`config.mk`:
```
export PLATFORM = sky130hd
export DESIGN_NAME = cond_skip_branch_unit
export DESIGN_NICKNAME = d
export VERILOG_FILES = /design/src/design/flow_pkg.sv /design/src/design/cond_eval.sv /design/src/design/cond_skip_branch_unit.sv
export SDC_FILE = /design/constraint.sdc
export NUM_CORES = 1
export LEC_CHECK = 0
export ABC_AREA = 1
export BUFFER_PORTS_ARGS = -buffer_cell sky130_fd_sc_hd__buf_4
export CAP_MARGIN = 10
export CORE_ASPECT_RATIO = 1.4
export CORE_MARGIN = 4
export CORE_UTILIZATION = 51
export CTS_CLUSTER_SIZE = 14
export DETAILED_ROUTE_END_ITERATION = 7
export GPL_TIMING_DRIVEN = 0
export PLACE_DENSITY = 0.79
export SLEW_MARGIN = 25
export SYNTH_ARGS = -nofsm -noshare
export SYNTH_HDL_FRONTEND = slang
export SYNTH_SLANG_ARGS = --single-unit
```
`constraint.sdc`:
```
create_clock -name sys_clk_i -period 1.9 [get_ports sys_clk_i]
set_clock_uncertainty 0.05 [all_clocks]
set_input_delay 0.38 -clock sys_clk_i [delete_from_list [all_inputs] [get_ports sys_clk_i]]
set_output_delay 0.38 -clock sys_clk_i [all_outputs]
set_load 0.1 [all_outputs]
```
`src/design/flow_pkg.sv`:
```
/*
 * Shared constants for the conditional skip and branch unit.
 * Assumes a word-addressed program memory and an 8-bit datapath.
 */
package flow_pkg;
    // Program counter width in bits; the counter addresses words
    localparam int PC_W = 16;
    // Reset value of the program counter
    localparam logic [15:0] PC_RESET = 16'h0000;
    // Reset value of the flag copy
    localparam logic [7:0] FLAGS_RESET = 8'h00;
    // Skip distances in words
    localparam logic [15:0] SKIP_ONE = 16'h0002;
    localparam logic [15:0] SKIP_TWO = 16'h0003;
    // Sequential step
    localparam logic [15:0] STEP = 16'h0001;
    // Status flag positions
    localparam int FLAG_C = 0;
    localparam int FLAG_Z = 1;
    // Offset field width
    localparam int OFS_W = 7;

    // Operation codes presented by the decoder
    typedef enum logic [3:0] {
        OP_NONE = 4'h0,
        OP_SKIP_REG_CLR = 4'h1,
        OP_SKIP_REG_SET = 4'h2,
        OP_SKIP_IO_CLR = 4'h3,
        OP_SKIP_IO_SET = 4'h4,
        OP_BR_FLAG_SET = 4'h5,
        OP_BR_FLAG_CLR = 4'h6,
        OP_BR_EQ = 4'h7,
        OP_BR_NE = 4'h8,
        OP_BR_CS = 4'h9,
        OP_BR_CC = 4'ha
    } flow_op_t;
endpackage : flow_pkg

```
`src/design/cond_eval.sv`:
```
/*
 * Condition evaluator: picks the tested bit and decides taken or not.
 * Assumes operands are stable in the cycle an operation is issued.
 */
`timescale 1ns/10ps
`default_nettype none
module cond_eval
    import flow_pkg::*;
(
    // Operation
    input wire flow_op_t op_i,
    input wire logic [2:0] bit_sel_i,
    // Operands
    input wire logic [7:0] reg_val_i,
    input wire logic [7:0] io_val_i,
    input wire logic [7:0] flags_i,
    // Decision
    output logic taken_o,
    output logic is_skip_o
);
    // Selected operand bits
    wire logic reg_bit = reg_val_i[bit_sel_i];
    wire logic io_bit = io_val_i[bit_sel_i];
    wire logic flag_bit = flags_i[bit_sel_i];

    // Decision table
    always_comb begin
        taken_o = 1'b0;
        is_skip_o = 1'b0;
        case (op_i)
            OP_SKIP_REG_CLR: begin
                is_skip_o = 1'b1;
                taken_o = ~reg_bit;
            end
            OP_SKIP_REG_SET: begin
                is_skip_o = 1'b1;
                taken_o = reg_bit;
            end
            OP_SKIP_IO_CLR: begin
                is_skip_o = 1'b1;
                taken_o = ~io_bit;
            end
            OP_SKIP_IO_SET: begin
                is_skip_o = 1'b1;
                taken_o = io_bit;
            end
            OP_BR_FLAG_SET: taken_o = flag_bit;
            OP_BR_FLAG_CLR: taken_o = ~flag_bit;
            OP_BR_EQ: taken_o = flags_i[FLAG_Z];
            OP_BR_NE: taken_o = ~flags_i[FLAG_Z];
            OP_BR_CS: taken_o = flags_i[FLAG_C];
            OP_BR_CC: taken_o = ~flags_i[FLAG_C];
            default: taken_o = 1'b0;
        endcase
    end
endmodule : cond_eval
`default_nettype wire

```
`src/design/cond_skip_branch_unit.sv`:
```
/*
 * Program flow unit: conditional skips and relative branches update
 * the program counter with the cycle cost of each case.
 * Assumes the decoder holds op_i one cycle while issue_i pulses and
 * reports whether the following instruction is two words long.
 */
// Operation
// - Register bit clear skips next instruction
// - Register bit set skips next instruction
// - I/O bit clear skips next instruction
// - I/O bit set skips next instruction
// - Selected flag set takes relative branch
// - Selected flag clear takes relative branch
// - Zero flag set takes branch
// - Zero flag clear takes branch
// - Carry set takes branch
// - Carry clear takes branch
`timescale 1ns/10ps
`default_nettype none
module cond_skip_branch_unit
    import flow_pkg::*;
(
    // Clock and reset
    input wire logic sys_clk_i,
    input wire logic rstn_i,
    // Issue from decoder
    input wire logic issue_i,
    input wire flow_op_t op_i,
    input wire logic [2:0] bit_sel_i,
    input wire logic [OFS_W-1:0] offset_i,
    input wire logic next_two_word_i,
    // Operands
    input wire logic [7:0] reg_val_i,
    input wire logic [7:0] io_val_i,
    input wire logic [7:0] flags_i,
    // Program flow
    output logic [PC_W-1:0] pc_o,
    output logic busy_o,
    output logic taken_o,
    output logic [7:0] flags_o
);

    // State of the multi-cycle sequence
    typedef enum logic [1:0] {
        ST_IDLE = 2'b00,
        ST_WAIT1 = 2'b01,
        ST_WAIT2 = 2'b10
    } seq_state_t;

    // Sequence state and its next value
    seq_state_t state_r;
    seq_state_t state_nxt;
    // Program counter and its next value
    logic [PC_W-1:0] pc_r;
    logic [PC_W-1:0] pc_nxt;
    // Busy flag, registered so the port is a flop
    logic busy_r;
    // Taken pulse for the cycle after an issue
    logic taken_r;
    // Pass-through copy of the status flags
    logic [7:0] flags_r;
    // Decision of the evaluator
    logic cond_taken;
    // High when the operation is a skip
    logic cond_skip;

    // Condition decision
    cond_eval u_eval (
        .op_i(op_i),
        .bit_sel_i(bit_sel_i),
        .reg_val_i(reg_val_i),
        .io_val_i(io_val_i),
        .flags_i(flags_i),
        .taken_o(cond_taken),
        .is_skip_o(cond_skip)
    );

    // Accept only when idle
    wire logic accept = issue_i && (state_r == ST_IDLE);
    // Sign-extended word displacement
    wire logic [PC_W-1:0] ofs_ext =
        {{(PC_W-OFS_W){offset_i[OFS_W-1]}}, offset_i};
    // Skip distance by length of the passed instruction
    wire logic [PC_W-1:0] skip_dist = next_two_word_i ? SKIP_TWO : SKIP_ONE;
    // Target selection
    wire logic [PC_W-1:0] tgt_pc = !cond_taken ? pc_r + STEP :
        cond_skip ? pc_r + skip_dist : pc_r + ofs_ext + STEP;

    // Next state and PC
    always_comb begin
        state_nxt = state_r;
        pc_nxt = pc_r;
        case (state_r)
            ST_IDLE: begin
                if (accept) begin
                    pc_nxt = tgt_pc;
                    if (cond_taken && cond_skip && next_two_word_i) begin
                        state_nxt = ST_WAIT2;
                    end else if (cond_taken) begin
                        state_nxt = ST_WAIT1;
                    end
                end
            end
            ST_WAIT2: state_nxt = ST_WAIT1;
            ST_WAIT1: state_nxt = ST_IDLE;
            default: state_nxt = ST_IDLE;
        endcase
    end

    // Registers
    always_ff @(posedge sys_clk_i) begin
        if (!rstn_i) begin
            state_r <= ST_IDLE;
            pc_r <= PC_RESET;
            busy_r <= 1'b0;
            taken_r <= 1'b0;
            flags_r <= FLAGS_RESET;
        end else begin
            state_r <= state_nxt;
            pc_r <= pc_nxt;
            // Busy follows the state the sequence is entering
            busy_r <= (state_nxt != ST_IDLE);
            taken_r <= accept && cond_taken;
            flags_r <= flags_i;
        end
    end

    // Outputs straight from the registers
    assign pc_o = pc_r;
    assign busy_o = busy_r;
    assign taken_o = taken_r;
    assign flags_o = flags_r;
endmodule : cond_skip_branch_unit
`default_nettype wire

```
[Yosys cells after proc, flatten, opt, wreduce, memory -nomap -nowiden]
Cells that the tools add are included.
Word-level totals
  register bits after elaboration: 28
  input port bits: 42
  output and inout port bits: 26
  logic and storage cells: 49
Operators by class
  add/sub/neg operators: 4
  magnitude comparators: 1
  eq/ne operators: 11
  multiplexer cells: 15
  bitwise gates (word level): 5
  reductions and logical operators: 8
Operators by type and width (count)
  adder 16 x 1 -> 16 bit (second input constant): 2
  2-to-1 mux 16 bit: 2
  adder 16 bit: 1
  adder 16 x 2 -> 16 bit: 1
  equality test 4 x 3 -> 1 bit (second input constant): 4
  equality test 4 bit (second input constant): 3
  one-hot mux 1 bit (10 select lines): 1
  binary-select mux 1 bit (select 3 bit): 3
  equality test 4 x 2 -> 1 bit (second input constant): 2
  2-to-1 mux 2 bit: 3
  2-to-1 mux 1 bit: 5
  inverter 1 bit: 5
  equality test 4 x 1 -> 1 bit (second input constant): 1
  logical AND 1 bit: 4
  less-than comparator 3 x 4 -> 1 bit (second input constant): 1
  one-hot mux 2 bit (2 select lines): 1
  OR reduction 4 bit: 1
  equality test 2 bit (second input constant): 1
  zero test 2 bit: 1
  AND reduction 2 bit: 1
  nonzero test 2 bit: 1

[Logic depth before layout (Yosys ltp)]
  depth after elaboration: 10
  depth in mapped cells: 17
  depth with buffers taken out: 17

[Modules after synthesis]
From an unflattened synthesis, not the netlist that was laid out.
Unflattened totals
  cells, all modules: 583
  area, all modules: 3200.6 µm²
Modules (own cells, without submodules)
  cond_skip_branch_unit: instances 1, cells each 471, area an instance 2737.6 µm², seq. area each 560.5 µm²
  cond_eval: instances 1, cells each 112, area an instance 462.9 µm², seq. area each 0.0 µm²

[Worst setup path after synthesis]
No wires, ideal clock.
  path type: register to register
  from: register pc_r[0] (netlist: pc_o[0])
  to: register pc_r[14] (netlist: pc_o[14])
  library setup time: 0.109 ns
  arrival: 2.465 ns
  required time: 1.741 ns
  setup slack: -0.724 ns
  cell stages (with the launch flop): 18
  buffers on the path: 0
  period minus slack after synthesis: 2.624 ns
  cell sequence: dfxtp_1 -> inv_1 -> ha_1 -> inv_1 -> fa_1 -> nand3_1 -> nand2_1 -> nand2_1 -> nand2_1 -> nand3_1 -> nand2_1 -> nand2_1 -> nand3_1 -> nand2_1 -> nand2_1 -> nand3_1 -> nand2_1 -> inv_1
On the way
  cells in the longest elaborated chain, start to end: 4
  elaborated cells between the ends (all ways): 6
  those cells by class: add/sub: 4; mux: 2
RTL lines
  start, declared: line cond_skip_branch_unit.sv:54  | logic [PC_W-1:0] pc_r;
  start signal, assigned: line cond_skip_branch_unit.sv:120  | pc_r <= pc_nxt;
  adder 16 bit: line cond_skip_branch_unit.sv:87  | cond_skip ? pc_r + skip_dist : pc_r + ofs_ext + STEP;
  adder 16 x 1 -> 16 bit: line cond_skip_branch_unit.sv:87
  2-to-1 mux 16 bit: line cond_skip_branch_unit.sv:87
  2-to-1 mux 16 bit (*): line cond_skip_branch_unit.sv:86  | wire logic [PC_W-1:0] tgt_pc = !cond_taken ? pc_r + STEP :
Every way passes the cells marked *; elsewhere a longest branch is shown, timed or not.
A chain may end at the register's enable or synchronous reset.

[Worst setup path in the final report]
  from: register pc_r[0] (netlist: pc_o[0])
  to: register pc_r[8] (netlist: pc_o[8])
Same word-level chain as after synthesis.

==> impl_metrics.json <==
{
  "area_delta_synth_final_pct": 35.5,
  "hpwl_mm": 7.91,
  "rsz0062_at_grt": "yes",
  "dieArea_um2": 7500,
  "die_h_um": 101,
  "cp.depth": 16,
  "cp.buffers_inverters": 2,
  "drt_first_pass_iters": 6,
  "cts_root_buf": "clkbuf_8",
  "placed_area_um2": 3830,
  "synth.most_common_cell": "nand2_1",
  "grt_max_degree": 17,
  "synth_fp_nets": 621,
  "wire_per_inst_um": 14.8,
  "final_min_period_over_clock_period": 1.04,
  "yosys_register_bits": 28,
  "cts_tree": "yes",
  "crit_chain": "inv_4 > ha_4 > inv_2 > fa_2 > nand3_2 > nand2_4 > nand2_4 > nand2_4 > nand2_2 > nand2_1 > nand2_1 > nand3_2 > nand2_1 > nand2_1 > nand3_2 > a21oi_2",
  "setup_viol": 6,
  "hold_start": "flags_i[3]",
  "nets": 700,
  "ant_nets": 0,
  "cpMostUsedCell": "nand2_1",
  "final_area_um2": 4260,
  "yosysUniqueCellTypes": 32,
  "cts_num_sinks": 28,
  "ios": 68,
  "min_path_cells": 3,
  "synth_flop_cell": "dfxtp_1",
  "insertedDiodeCount": 0,
  "die_w_um": 74.3,
  "num_rows": 33,
  "drc": 0,
  "crit_type": "flop to flop",
  "ctsHtreeMaxLevel": 1,
  "synthArstFlopShare": 0,
  "cp_slowest_stage_delay_ps": 380,
  "viasPerCell": 5.53,
  "fillCellCount": 532,
  "overflow": 0,
  "crit_path_start": "pc_o[0]",
  "cap_viol_max_count": 0,
  "clockBufferDepth": 2,
  "yosys_warnings": 0,
  "synth_seq_area_share": 0.178,
  "start_util": 0.532,
  "timing.fmax_ghz": 0.507,
  "clk_pin_slew_ps": 110,
  "timing.final.hold_violations": 0,
  "slew_headroom": 0.646,
  "tightestPinTransition_ps": 532,
  "cp_data_arrival_time_ps": 2090,
  "grt_antenna_before_repair": 0,
  "synth-edff-count": 0,
  "vias": 3916,
  "worst_hold_slack_ps": 230,
  "powerDensity_nw_per_um2": 626,
  "layout-drive-gt1-share": 0.263,
  "total_leakage_power_nw": 2.21,
  "grt_pass1_wl_mm": 16.6,
  "status": "complete, but fails checks",
  "cp.required_ps": 2020,
  "r2r_slack_ps": -70,
  "drtIter0Drc": 217,
  "grt_usage": 0.281,
  "vdd_drop_max_v": 0.000423,
  "worstPathMaxFanout": 4,
  "cp_top_family": "simple AND/OR/NAND/NOR gates",
  "synthCells": 560,
  "report.final.slew_viol_count": 0,
  "gp_congestion": 0.882,
  "grt_pass1_vias": 3674,
  "critPathCaptureType": "flop",
  "core_um2": 5900,
  "violations": "setup timing",
  "synth_top_area_share": 0.214,
  "clock_latency_ps": 290,
  "synth_area_leaders": "nand2_1, dfxtp_1, inv_1",
  "wirelength_mm": 10.5,
  "avgSynthCellArea_um2": 5.61,
  "rr_startpoint": "pc_o[0]",
  "numCtsBuffers": 3,
  "reg2reg_depth": 16,
  "netlist_area_um2": 3140,
  "fin_ws_ps": -70.9,
  "min_period_ps": 1970,
  "synth_area_leader_cell": "nand2_1",
  "portBuffers": 66,
  "hold_class": "primary input to flop",
  "setup.worst_path.start_class": "flop",
  "synthTopCellsByCount": "nand2_1, inv_1, nand3_1",
  "critical_path.slowest_cell": "dfxtp_4"
}
routing by layer:
layer / up-vias / part of all wire / track usage
li1: 1949 / - / -
met1: 1758 / 0.36 / 0.291
met2: 174 / 0.53 / 0.538
met3: 35 / 0.064 / 0.0240
met4: 0 / 0.043 / 0.152
met5: - / 0 / 0
area by class of cell:
cell class / instances / area, um^2 / share of cell area
inverters: 97 / 367 / 0.0861
multi-input cells: 421 / 2470 / 0.581
plain buffers: 14 / 85.1 / 0.0200
well taps: 70 / 87.6 / 0.0206
clock buffers: 4 / 66.3 / 0.0156
repair buffers: 74 / 559 / 0.131
flip-flops and latches: 28 / 617 / 0.145
timing repair:
action / in CTS / in global routing
cloned: 0 / 0
resized for setup: 37 / 32
endpoints found under the hold margin: 0 / 0
hold buffers: 0 / 0
setup endpoints to repair: 12 / 14
setup buffers: 3 / 5
pin swaps: 5 / 9
per-stage QoR:
step	setup slack [ps]	util	TNS, ps	cells	power [mW]
CTS	-41.4	0.690	-95.3	703	2.55
floorplan	-92.9	-	-277	560	1.68
global route	-182	0.721	-1170	708	2.81
global placement	-332	0.649	-3540	696	2.00
finish	-70.9	0.721	-201	708	2.66
detailed placement	-370	0.649	-4210	696	2.02
power breakdown:
part           internal (mW)  switching (mW)
Combinational          0.517           0.979
Sequential             0.638          0.0887
Clock                  0.230           0.211
final timing paths:
kind | end
max | pc_o[8]
min | flags_o[3]
max reg2reg | pc_o[8]
min reg2reg | pc_o[1]
worst register-to-register path, cell delays in order (launching register included):
cell and delay [ps]:
dfxtp_4 380, inv_4 70, ha_4 120, inv_2 40, fa_2 350, nand3_2 90, nand2_4 80, nand2_4 70
nand2_4 60, nand2_2 80, nand2_1 50, nand2_1 90, nand3_2 70, nand2_1 80, nand2_1 60, nand3_2 70
a21oi_2 50
state kept, by name (all words and copies together), names as in the netlist:
register,flops
busy_o,1
flags_o,8
pc_o,16
state_r,2
taken_o,1
cell families (layout without fill, tap and decap cells):
kind of cell | after synthesis | in the layout | synth area share
compound gates | 66 | 66 | 0.110
xor+xnor | 23 | 23 | 0.0641
fa+ha+maj | 19 | 19 | 0.0781
buf+inv | 111 | 189 | 0.143
flops | 28 | 28 | 0.178
simple gates | 313 | 313 | 0.427
cells in the final DEF (no fill, tap or decap), drive strengths merged:
cell type    n
ha          18
clkinv       1
fa           1
inv         96
nor3         2
o21ai       22
nand3       60
nor4         2
or2          1
o31ai        1
o21bai       2
nand3b       3
dfxtp       28
nand4       19
xor2        19
a21oi       39
buf         83
o32ai        1
o211ai       1
nand2      179
clkbuf       9
xnor2        4
nor2        45
and2         1
nor3b        1
Power figures use the tool's default switching activity.
